## config.mk

```make
export PLATFORM = sky130hd
export DESIGN_NAME = usb_event_flags
export DESIGN_NICKNAME = d
export VERILOG_FILES = /design/src/common/uef_pkg.sv /design/src/design/uef_flag_bank.sv /design/src/design/usb_event_flags.sv
export VERILOG_INCLUDE_DIRS = /design/src /design/src/common
export SDC_FILE = /design/constraint.sdc
export NUM_CORES = 1
export LEC_CHECK = 0
export ABC_AREA = 1
export BUFFER_PORTS_ARGS = -buffer_cell sky130_fd_sc_hd__buf_2
export CORE_ASPECT_RATIO = 1.25
export CORE_UTILIZATION = 50
export CTS_CLUSTER_SIZE = 12
export DETAILED_ROUTE_END_ITERATION = 8
export PLACE_DENSITY_LB_ADDON = 0.2
export SLEW_MARGIN = 25
export SYNTH_ARGS = -nofsm -noshare
export SYNTH_HDL_FRONTEND = slang
export SYNTH_HIERARCHICAL = 1
export SYNTH_SLANG_ARGS = --single-unit
```

## constraint.sdc

```tcl
create_clock -name clk_sys -period 2.2 [get_ports clk_sys]
set_clock_uncertainty 0.05 [all_clocks]
set_input_delay 0.22 -clock clk_sys [delete_from_list [all_inputs] [get_ports clk_sys]]
set_output_delay 0.22 -clock clk_sys [all_outputs]
set_load 0.05 [all_outputs]
```

## src/common/uef_defines.svh

```systemverilog
// Register offsets, field positions and sizes for the device event flag block
`ifndef UEF_DEFINES_SVH
`define UEF_DEFINES_SVH
`define UEF_ENG1_FLAGS_ADDR 16'hc090
`define UEF_ENG2_FLAGS_ADDR 16'hc0b0
`define UEF_ENG1_ENABLE_ADDR 16'hc08c
`define UEF_ENG2_ENABLE_ADDR 16'hc0ac
`define UEF_ENG1_EPNAK_ADDR 16'hc0c0
`define UEF_ENG2_EPNAK_ADDR 16'hc0c2
`define UEF_BIT_VBUS 15
`define UEF_BIT_ID 14
`define UEF_BIT_FRAME 9
`define UEF_BIT_BUSRST 8
`define UEF_NUM_EP 8
`define UEF_FLAG_RESET 16'h0000
`define UEF_ENG1_MASK 16'hc3ff
`define UEF_ENG2_MASK 16'h03ff
`endif

```

## src/common/uef_pkg.sv

```systemverilog
// Types shared by the device event flag block
package uef_pkg;
   // One engine's event inputs for one clock cycle, all single-cycle pulses
   typedef struct packed {
      logic vbusEdge;
      logic idEdge;
      logic frameRx;
      logic busReset;
      logic [7:0] epDone;
      logic [7:0] epNak;
   } uef_events_t;
   // Register access from either processor
   typedef struct packed {
      logic wr;
      logic rd;
      logic [15:0] addr;
      logic [15:0] wdata;
   } uef_access_t;
endpackage : uef_pkg

```

## src/design/uef_flag_bank.sv

```systemverilog
// One engine's event flag register with write-one-to-clear and enable gating
`timescale 1ns/100ps
`include "uef_defines.svh"
module uef_flag_bank #(
   parameter logic [15:0] IMPL_MASK = `UEF_ENG1_MASK
) (
   input wire logic clk_sys, // System clock
   input wire logic srst, // Synchronous reset, high
   input wire uef_pkg::uef_events_t ev, // Event pulses
   input wire logic [7:0] nakEnable, // Per-endpoint NAK event enable
   input wire logic [15:0] intEnable, // Companion enable register
   input wire logic clrStrobe, // Write to this flag register
   input wire logic [15:0] clrData, // Write data, ones clear
   output logic [15:0] flags, // Flag register contents
   output logic intPending // Any enabled flag set
);
   logic [15:0] flags_q;
   logic [15:0] setVec;
   logic [15:0] clrVec;

   always_comb
   begin
      setVec = 16'h0000;
      setVec[`UEF_BIT_VBUS] = ev.vbusEdge;
      setVec[`UEF_BIT_ID] = ev.idEdge;
      setVec[`UEF_BIT_FRAME] = ev.frameRx;
      setVec[`UEF_BIT_BUSRST] = ev.busReset;
      setVec[7:0] = ev.epDone | (ev.epNak & nakEnable);
      // Events only latch when their enable is set
      setVec = setVec & intEnable & IMPL_MASK;
      clrVec = clrStrobe ? clrData : 16'h0000;
   end

   // Set wins over a clear landing in the same cycle
   always_ff @(posedge clk_sys)
   begin
      if (srst)
         flags_q <= `UEF_FLAG_RESET;
      else
         flags_q <= (flags_q & ~clrVec) | setVec;
   end

   assign flags = flags_q;
   assign intPending = |(flags_q & intEnable);
endmodule : uef_flag_bank

```

## src/design/usb_event_flags.sv

```systemverilog
// Two engines' event flag registers reached by on-chip and host-port processors
`timescale 1ns/100ps
`include "uef_defines.svh"
// Operation
// - Two flag registers, first engine at 0xC090, second at 0xC0B0.
// - Writing one clears a flag; writing zero leaves it alone.
// - Parallel host port reads and writes flags like the on-chip processor.
// - Bit 15 sets on either crossing of bus supply voltage when enabled.
// - Bit 14 sets on either edge of the OTG ID pin when enabled.
// - Supply and ID flags exist only for the first engine.
// - Second engine bits 15 and 14 are reserved, no flag function.
// - Bit 9 sets on start-of-frame or end-of-packet reception.
// - Bit 8 sets when a USB bus reset is detected.
// - Bits 7..0 flag transaction done on endpoints seven to zero.
// - With endpoint NAK enable set, a NAK answer also sets the flag.
// - Each flag is gated by the same bit of the enable register.
module usb_event_flags (
   input wire logic clk_sys, // System clock, 10 MHz
   input wire logic srst, // Synchronous reset, high
   input wire uef_pkg::uef_access_t cpuAcc, // On-chip processor access
   output logic [15:0] cpuRdata, // On-chip read data
   input wire uef_pkg::uef_access_t hostAcc, // Parallel host port access
   output logic [15:0] hostRdata, // Host port read data
   input wire uef_pkg::uef_events_t eng1Ev, // First engine events
   input wire uef_pkg::uef_events_t eng2Ev, // Second engine events
   output logic eng1Int, // First engine interrupt request
   output logic eng2Int // Second engine interrupt request
);
   logic [15:0] en1_q;
   logic [15:0] en2_q;
   logic [7:0] nak1_q;
   logic [7:0] nak2_q;
   logic [15:0] flags1;
   logic [15:0] flags2;
   logic [15:0] cpuRdata_q;
   logic [15:0] hostRdata_q;
   logic clr1;
   logic clr2;
   logic [15:0] clr1Data;
   logic [15:0] clr2Data;

   function automatic logic hit(input uef_pkg::uef_access_t a, input logic [15:0] addr);
      hit = a.wr && (a.addr == addr);
   endfunction : hit

   function automatic logic [15:0] readMux(input logic [15:0] addr, input logic [15:0] f1,
      input logic [15:0] f2, input logic [15:0] e1, input logic [15:0] e2,
      input logic [7:0] n1, input logic [7:0] n2);
      case (addr)
         `UEF_ENG1_FLAGS_ADDR: readMux = f1;
         `UEF_ENG2_FLAGS_ADDR: readMux = f2;
         `UEF_ENG1_ENABLE_ADDR: readMux = e1;
         `UEF_ENG2_ENABLE_ADDR: readMux = e2;
         `UEF_ENG1_EPNAK_ADDR: readMux = {8'h00, n1};
         `UEF_ENG2_EPNAK_ADDR: readMux = {8'h00, n2};
         default: readMux = 16'h0000;
      endcase
   endfunction : readMux

   // Both processors may clear in one cycle; their ones are merged
   always_comb
   begin
      clr1 = hit(cpuAcc, `UEF_ENG1_FLAGS_ADDR) || hit(hostAcc, `UEF_ENG1_FLAGS_ADDR);
      clr2 = hit(cpuAcc, `UEF_ENG2_FLAGS_ADDR) || hit(hostAcc, `UEF_ENG2_FLAGS_ADDR);
      clr1Data = (hit(cpuAcc, `UEF_ENG1_FLAGS_ADDR) ? cpuAcc.wdata : 16'h0000)
         | (hit(hostAcc, `UEF_ENG1_FLAGS_ADDR) ? hostAcc.wdata : 16'h0000);
      clr2Data = (hit(cpuAcc, `UEF_ENG2_FLAGS_ADDR) ? cpuAcc.wdata : 16'h0000)
         | (hit(hostAcc, `UEF_ENG2_FLAGS_ADDR) ? hostAcc.wdata : 16'h0000);
   end

   // Register map, engine 1 / engine 2:
   //   flags: c090 / c0b0, a one written clears that flag
   //   enables: c08c / c0ac, same bit layout as the flags
   //   NAK enables: c0c0 / c0c2, one bit per endpoint in the low byte
   // Any other address reads zero and ignores writes. Enables reset to zero,
   // so no flag can latch until firmware opts in.

   // Flag bits: 15 supply crossing and 14 ID edge (engine 1 only), 13..10
   // reserved, 9 start-of-frame or end-of-packet, 8 bus reset, 7..0 endpoint
   // transaction done, which a NAK answer also sets when that endpoint's NAK
   // enable is on.

   // Simultaneous access from both processors:
   //   flag register: the ones of both writes merge, so neither clear is lost
   //   enable or NAK register: the host port's word is kept
   //   reads: each port has its own data register and never waits on the other

   // srst clears every register here on the next edge; flags come up clear,
   // though firmware should acknowledge everything before it trusts them
   localparam logic [15:0] ENG1_IMPL = `UEF_ENG1_MASK;
   localparam logic [15:0] ENG2_IMPL = `UEF_ENG2_MASK;

   // Engine 2 sits on a port with no OTG sensing; its supply and ID edges are
   // dropped here, and the bank's implemented-bit mask drops them once more
   uef_pkg::uef_events_t eng1EvQual;
   uef_pkg::uef_events_t eng2EvQual;

   always_comb
   begin
      eng1EvQual = eng1Ev;
      eng2EvQual = eng2Ev;
      eng2EvQual.vbusEdge = 1'b0;
      eng2EvQual.idEdge = 1'b0;
   end

   // Ones written to reserved bits are dropped before a bank sees them, so a
   // careless write cannot reach a bit that has no flag behind it
   logic [15:0] clr1Word;
   logic [15:0] clr2Word;

   always_comb
   begin
      clr1Word = clr1Data & ENG1_IMPL;
      clr2Word = clr2Data & ENG2_IMPL;
   end

   // Host port wins a tie on an enable register, so a supervisor on the host
   // side is never overruled by firmware writing in the same cycle
   function automatic logic [15:0] enSel(input uef_pkg::uef_access_t h,
      input uef_pkg::uef_access_t c, input logic [15:0] addr, input logic [15:0] old);
      if (hit(h, addr))
         enSel = h.wdata;
      else if (hit(c, addr))
         enSel = c.wdata;
      else
         enSel = old;
   endfunction : enSel

   // First engine enable register; bits with no flag behind them never stick,
   // so a readback shows exactly what can latch
   always_ff @(posedge clk_sys)
   begin
      if (srst)
         en1_q <= 16'h0000;
      else
         en1_q <= enSel(hostAcc, cpuAcc, `UEF_ENG1_ENABLE_ADDR, en1_q) & ENG1_IMPL;
   end

   // Second engine enable register; the OTG pair always reads back zero
   always_ff @(posedge clk_sys)
   begin
      if (srst)
         en2_q <= 16'h0000;
      else
         en2_q <= enSel(hostAcc, cpuAcc, `UEF_ENG2_ENABLE_ADDR, en2_q) & ENG2_IMPL;
   end

   // First engine NAK enables; only the low byte exists, one bit per endpoint
   always_ff @(posedge clk_sys)
   begin
      if (srst)
         nak1_q <= 8'h00;
      else
         nak1_q <= 8'(enSel(hostAcc, cpuAcc, `UEF_ENG1_EPNAK_ADDR, {8'h00, nak1_q}));
   end

   // Second engine NAK enables
   always_ff @(posedge clk_sys)
   begin
      if (srst)
         nak2_q <= 8'h00;
      else
         nak2_q <= 8'(enSel(hostAcc, cpuAcc, `UEF_ENG2_EPNAK_ADDR, {8'h00, nak2_q}));
   end

   // An event is taken on the edge where its pulse and enable are both high; the
   // flag and the interrupt level appear together one cycle later. A disabled
   // event is dropped, not remembered for a later enable.
   uef_flag_bank #(.IMPL_MASK(ENG1_IMPL)) bank1 (
      .clk_sys(clk_sys),
      .srst(srst),
      .ev(eng1EvQual),
      .nakEnable(nak1_q),
      .intEnable(en1_q),
      .clrStrobe(clr1),
      .clrData(clr1Word),
      .flags(flags1),
      .intPending(eng1Int)
   );

   // Second engine has no OTG port, so its top two bits are masked off
   uef_flag_bank #(.IMPL_MASK(ENG2_IMPL)) bank2 (
      .clk_sys(clk_sys),
      .srst(srst),
      .ev(eng2EvQual),
      .nakEnable(nak2_q),
      .intEnable(en2_q),
      .clrStrobe(clr2),
      .clrData(clr2Word),
      .flags(flags2),
      .intPending(eng2Int)
   );

   // On-chip read data holds until the next on-chip read. A read and a clear of
   // the same flag register in one cycle return the word from before the clear.
   always_ff @(posedge clk_sys)
   begin
      if (srst)
         cpuRdata_q <= 16'h0000;
      else if (cpuAcc.rd)
         cpuRdata_q <= readMux(cpuAcc.addr, flags1, flags2, en1_q, en2_q, nak1_q,
            nak2_q);
   end

   // Host port read data, decoded exactly as the on-chip path
   always_ff @(posedge clk_sys)
   begin
      if (srst)
         hostRdata_q <= 16'h0000;
      else if (hostAcc.rd)
         hostRdata_q <= readMux(hostAcc.addr, flags1, flags2, en1_q, en2_q, nak1_q,
            nak2_q);
   end

   // Interrupt requests are levels from the banks, high while any enabled
   // flag is set; they need no acknowledge of their own
   assign cpuRdata = cpuRdata_q;
   assign hostRdata = hostRdata_q;
endmodule : usb_event_flags

```

==> results of run 1 <==
==> final timing paths <==
check                                          startpoint                          to  cells after the start
worst max-delay path                en2_q[4]$_SDFFE_PP0P_                     eng2Int                      7
worst min-delay path                           eng1Ev[18]  bank1/flags[14]$_SDFF_PP0_                      3
worst max register to register      en1_q[9]$_SDFFE_PP0P_   hostRdata[9]$_SDFFE_PP0P_                      4
worst min register to register  cpuRdata[13]$_SDFFE_PP0P_   cpuRdata[13]$_SDFFE_PP0P_                      2
==> logic make-up (layout without fill, tap and decap cells) <==
group | Yosys count | after routing | share of synthesized area [%]
AOI/OAI and AO/OA | 103 | 103 | 8.21
and+or+nand+nor | 741 | 741 | 50.1
other | 1 | 20 | 0.0570
buffers and inverters | 156 | 283 | 10.7
DFF | 102 | 102 | 31.0
==> cells in the final DEF, fill, tap and decap left out, drive strengths merged <==
cell	netlist	routed
nand2	430	430
nand3	205	205
buf	36	160
inv	103	103
dfxtp	102	102
nor2	81	81
a21oi	62	62
o21ai	36	36
conb	1	20
nand4	16	16
clkbuf	13	11
clkinv	4	8
a31oi	5	5
nand2b	2	2
nand3b	2	2
nor4	2	2
nor3b	1	1
and2	1	1
nor3	1	1
bufinv	0	1
==> layer usage <==
layer  track usage (%)  vias to the layer above
met1              39.9                     3340
met5                 0                        -
li1                  -                     3798
met2              52.9                      290
met3              3.40                       45
met4              12.3                        0
==> synth_stat cells <==
| cell | n |
|---|---|
| nand3_1 | 198 |
| nand3_4 | 1 |
| dfxtp_1 | 102 |
| buf_4 | 8 |
| inv_1 | 96 |
| buf_1 | 1 |
| clkbuf_1 | 11 |
| and2_2 | 1 |
| nor3_1 | 1 |
| o21ai_0 | 31 |
| nand4_1 | 14 |
| nand2_2 | 13 |
| nor2_4 | 6 |
| conb_1 | 1 |
| buf_6 | 4 |
| nor3b_2 | 1 |
| nor4_2 | 1 |
| a21oi_1 | 57 |
| a31oi_1 | 5 |
| nand3b_1 | 2 |
| nand2_4 | 1 |
| nand3_2 | 6 |
| nand2b_1 | 2 |
| clkinv_1 | 4 |
| o21ai_1 | 5 |
| inv_2 | 7 |
| buf_8 | 1 |
| nor2_1 | 65 |
| buf_2 | 21 |
| buf_12 | 1 |
| clkbuf_2 | 2 |
| a21oi_2 | 5 |
| nor4_4 | 1 |
| nand4_2 | 2 |
| nor2_2 | 10 |
| nand2_1 | 416 |
==> power groups by stage <==
stage	registers, mW	logic, mW	clock network, mW
after floorplan	1.96	0.127	0
after global placement	1.91	0.350	0
after detailed placement	1.91	0.352	0
after CTS	1.87	0.355	1.58
after global routing	1.87	0.391	1.67
final	1.87	0.356	1.58
==> final cells by class <==
type / count / area (µm²)
Inverter: 107 / 402
Fill cell: 1337 / 5040
Clock inverter: 5 / 50.0
Timing Repair Buffer: 160 / 881
Clock buffer: 11 / 233
Multi-Input combinational cell: 864 / 3920
Sequential cell: 102 / 2040
Tap cell: 168 / 210
==> per-stage QoR <==
step | util [%] | power [mW]
3_3_place_gp | 58.3 | 2.26
6_report | 60.5 | 3.80
4_1_cts | 60.5 | 3.80
2_1_floorplan | - | 2.08
5_1_grt | 60.5 | 3.93
3_5_place_dp | 58.3 | 2.26
==> worst register-to-register path: stages (launching register included) <==
cell,delay (ns)
dfxtp_1,0.37
nand3_1,0.11
nand2_1,0.05
o21ai_0,0.26
a21oi_1,0.10
==> sequential cells by signal (all words and copies together), names as in the netlist <==
signal and cells:
bank1/flags 16, bank2/flags 16, cpuRdata 16, hostRdata 16, en1_q 12, en2_q 10, nak1_q 8, nak2_q 8
==> run_results.csv, run 1 <==
group,metric,value,unit
floorplanning,chipWidth,105,µm
sta,max_freq,0.573,GHz
clock_network,cts.sinks,102,
clock_network,root_buffer,"clkbuf_16",
final_layout,n_antenna_cell,0,
final_layout,drive_gt1_share,18.4,%
drt,met2_wirelength,9860,µm
synthesis,yosysWarnings,6,
clock_network,ctsResizeCount,0,
pwr,power_frac_seq,49.1,%
placed_design,place_congestion,0.928,
synthesis,yosysTopAreaCellShare,31.0,%
floorplanning,core,12800,µm²
clock_network,cts_tree,"built",
sta,setup_violations,0,
pwr,switchingPower,0.954,mW
global_routing,grt_remaining_overflow,0,
drt,highest_layer,"met4",
floorplanning,rows,46,
run_status,outcome,"finished, final reports clean",
hold_path,holdCritPathClass,"in2reg",
critical_path,cp_slowest_stage_delay,0.45,ns
synthesis,yosys.area.top_type,"dfxtp_1",
placed_design,place_area,7450,µm²
global_routing,grt_max_degree,62,
pwr,cellLeakagePower,3.81,nW
critical_path,crit_required,1.93,ns
pwr,clockPowerShare,41.6,%
synthesis,synth_cell_types,36,
pwr,ir_worst_vdd,428,µV
sta,rsz0062_at_grt,"false",
final_layout,stdcell_area,7740,µm²
sta,relSlewSlack,53.9,%
floorplanning,die_area,13600,µm²
sta,tns,0,ns
global_routing,grt_pass1_wl,33200,µm
sta,fin_crit_sh,79.3,%
clock_network,htreeDepth,3,
clock_network,clk_latency,0.35,ns
synthesis,ys_seq_area_share,31.0,%
synthesis,ys_ff_latch,102,
floorplanning,initial_core_util,51.5,%
final_layout,stdcell_count,1417,
sta,period_needed,1.75,ns
floorplanning,num_io_pins,144,
drt,drt_pass1_iterations,5,
drt,dr_wl_met3,1230,µm
sta,slew_violations,0,
placed_design,dp_hpwl,15800,µm
clock_network,numCtsBuffers,9,
synthesis,syn_inst,1103,
drt,ant_nets,0,
global_routing,antenna_found_initial,0,
synthesis,yosys-top-cells-area,"dfxtp_1 31%, nand2_1 24%, nand3_1 15%",
clock_network,cts_hold_buf,0,
critical_path,cp_common_cell,"nand2_1",
clock_network,post_cts_buffers,0,
pwr,sw_frac_of_total,25.1,%
sta,setup_slack,0.454,ns
drt,wl_met1,9020,µm
sta,hold_viol_final,0,
critical_path,path_delay_family,"flip-flops",
floorplanning,die_h,130,µm
job,drv_cap,0,
critical_path,crit_buf_inv,2,
pwr,powerDensity,492,nW/µm²
drt,dr_total_vias,7473,
placed_design,port_buffers,133,
drt,dr.first_iter.drc_count,559,
final_layout,nets,1354,
critical_path,cp_cell_sequence,"nand2_1 > nand2_1 > inv_1 > nand2_1 > nor2_1 > nand2_1 > buf_2",
pwr,pwr-share-comb,9.4,%
critical_path,path_max_fanout,5,
clock_network,cts.path.max_buffers,2,
clock_network,clk_pin_slew_worst_paths,0.07,ns
sta,tightest_slew,0.691,ns
synthesis,synth_area_per_cell,5.97,µm²
synthesis,synthesis.area,6580,µm²
critical_path,crit_path_top_delay_cell,"dfxtp_1",
global_routing,grt_use_total,30.9,%
critical_path,reg2reg_setup_slack,1.13,ns
global_routing,grt_pass1_vias,6665,
final_layout,syn_to_final_growth,17.5,%
critical_path,cp-end-kind,"primary output",
sta,hold_ws,0.0584,ns
drt,routed_via_density,5.27,
critical_path,cp_data_arrival_time,1.48,ns
critical_path,crit_type,"reg2out",
pwr,p_int,2.85,mW
drt,drc,0,
critical_path,start_kind,"flop",
placed_design,placedCellCount,1401,
drt,drt_wl_total,20700,µm
drt,wl_per_cell,14.6,µm
placed_design,dp_slack,0.181,ns
Note: power is estimated with default switching activity, not from simulation.
==> run 2: changes to the inputs <==
Clock period 2.2 ns to 1.5 ns, I/O delays scaled along.
==> run_results.csv, run 2 (same netlist as run 1, synthesis figures left out) <==
group,metric,value,unit
run_status,outcome,"finished, violations left",
run_status,failed_checks,"setup timing",
hold_path,holdPathStages,3,
floorplanning,chipWidth,105,µm
critical_path,cp_cell_sequence,"nand2_2 > nand4_1 > nor2_1 > nand2_1 > buf_6",
clock_network,clk_pin_slew_worst_paths,0.07,ns
final_layout,drive_gt1_share,26.7,%
clock_network,clk_latency,0.36,ns
pwr,ir_worst_vdd,473,µV
final_layout,syn_to_final_growth,32.0,%
global_routing,grt_pass1_wl,36700,µm
hold_path,min_from,"eng1Ev[19]",
global_routing,grt_use_total,34.5,%
sta,rsz0062_at_grt,"true",
clock_network,htreeDepth,3,
drt,routed_via_density,5.36,
hold_path,holdCritPathClass,"in2reg",
critical_path,reg2reg_to,"hostRdata[9]$_SDFFE_PP0P_",
clock_network,cts_tree,"built",
final_layout,nets,1437,
sta,period_needed,1.50,ns
floorplanning,die_area,13600,µm²
sta,fin_crit_sh,100,%
placed_design,dp_slack,-0.354,ns
drt,drc,0,
drt,wl_per_cell,15.5,µm
global_routing,grt_pass1_vias,7290,
critical_path,reg2reg_setup_slack,0.39,ns
clock_network,root_buffer,"clkbuf_16",
critical_path,path_max_fanout,2,
drt,dr.first_iter.drc_count,833,
critical_path,crit_path_top_delay_cell,"dfxtp_4",
placed_design,place_congestion,0.981,
placed_design,placedCellCount,1472,
floorplanning,rows,46,
global_routing,antenna_found_initial,0,
sta,slew_violations,0,
clock_network,numCtsBuffers,9,
global_routing,grt_remaining_overflow,0,
drt,dr_total_vias,8047,
hold_path,worst_hold_path.endpoint,"bank1/flags[15]$_SDFF_PP0_",
job,drv_cap,0,
floorplanning,die_h,130,µm
critical_path,start_kind,"flop",
critical_path,cp_slowest_stage_delay,0.36,ns
sta,hold_ws,0.00897,ns
placed_design,dp_hpwl,17700,µm
sta,setup_slack,-0.00232,ns
critical_path,crit_required,1.30,ns
global_routing,grt_max_degree,62,
final_layout,n_antenna_cell,0,
final_layout,layout_common_cells,"402 x nand2_1, 198 x nand3_1, 131 x buf_2",
drt,drt_wl_total,23300,µm
pwr,powerDensity,683,nW/µm²
sta,max_freq,0.666,GHz
drt,ant_nets,0,
critical_path,cp_data_arrival_time,1.30,ns
final_layout,final_util,68.0,%
clock_network,cts.sinks,102,
placed_design,port_buffers,133,
pwr,cellLeakagePower,4.33,nW
sta,hold_viol_final,0,
critical_path,crit_type,"reg2out",
final_layout,stdcell_count,1500,
critical_path,reg2reg_depth,5,
drt,drt_pass1_iterations,5,
floorplanning,num_io_pins,144,
floorplanning,initial_core_util,51.5,%
clock_network,cts.path.max_buffers,2,
critical_path,reg2reg_from,"en2_q[9]$_SDFFE_PP0P_",
sta,setup_violations,1,
critical_path,cp-end-kind,"primary output",
final_layout,mostFrequentLayoutCell,"nand2_1",
floorplanning,core,12800,µm²
==> run 2: cell count changes in the layout (fill, tap and decap cells not counted), moves of 7 or more <==
cell / previous run / this run
dfxtp_2: 0 / 14
o21ai_1: 5 / 12
nand2_1: 416 / 402
buf_4: 26 / 94
nand2_2: 13 / 25
buf_12: 1 / 8
dfxtp_1: 102 / 82
o21ai_0: 31 / 23
==> run 2: what timing repair did <==
| item | CTS | global route |
|---|---|---|
| pin swaps | 5 | 16 |
| setup buffers | 2 | 6 |
| gates cloned | 0 | 0 |
| endpoints found under the hold margin | 4 | 0 |
| hold buffers | 4 | 0 |
| resized for setup | 18 | 46 |
| setup endpoints to repair | 2 | 37 |
==> run 2: cell type report <==
cell class | count | area [µm²]
clock buffers | 10 | 239
multi-input cells | 864 | 4040
flip-flops and latches | 102 | 2080
clock inverters | 6 | 92.6
repair buffers | 243 | 1630
fillers | 1201 | 4090
inverters | 107 | 404
well taps | 168 | 210
==> run 2: through the flow <==
step	TNS [ns]	cell area [µm²]	power, mW
CTS	-0.00354	8550	5.95
floorplan	-1.04	6710	3.06
global route	-0.0950	8690	6.10
detailed placement	-17.66	8130	3.38
finish	-0.00232	8690	5.94
global placement	-13.38	8130	3.37
==> run 2: how the worst max path moves through the flow <==
stage,startpoint,endpoint,cells after the start
after detailed placement,cpuAcc[16],bank1/flags[4]$_SDFF_PP0_,10
after CTS,bank2/flags[9]$_SDFF_PP0_,eng2Int,5
final,bank2/flags[8]$_SDFF_PP0_,eng2Int,5
after global placement,cpuAcc[16],bank1/flags[4]$_SDFF_PP0_,10
after floorplan,cpuAcc[29],bank2/flags[6]$_SDFF_PP0_,11
after global routing,en1_q[2]$_SDFFE_PP0P_,eng1Int,7
==> run 2: where the power goes <==
group          switching (mW)  internal (mW)
Sequential             0.0108           2.71
Combinational           0.391          0.210
Clock                    1.09           1.52
==> run 2: worst max-delay path, delay by kind of cell (launching register included) <==
family	cells	cell delay (ns)
buffers and inverters	1	0.15
flip-flops	1	0.36
AND/OR/NAND/NOR	4	0.43
==> run 2: metal layers <==
metal	vias up	global-route usage (%)	share of wire [%]
met5	-	0	0
met4	0	13.4	3.0
met3	67	5.69	9.3
met2	474	60.2	48
met1	3546	42.7	40
li1	3960	-	-
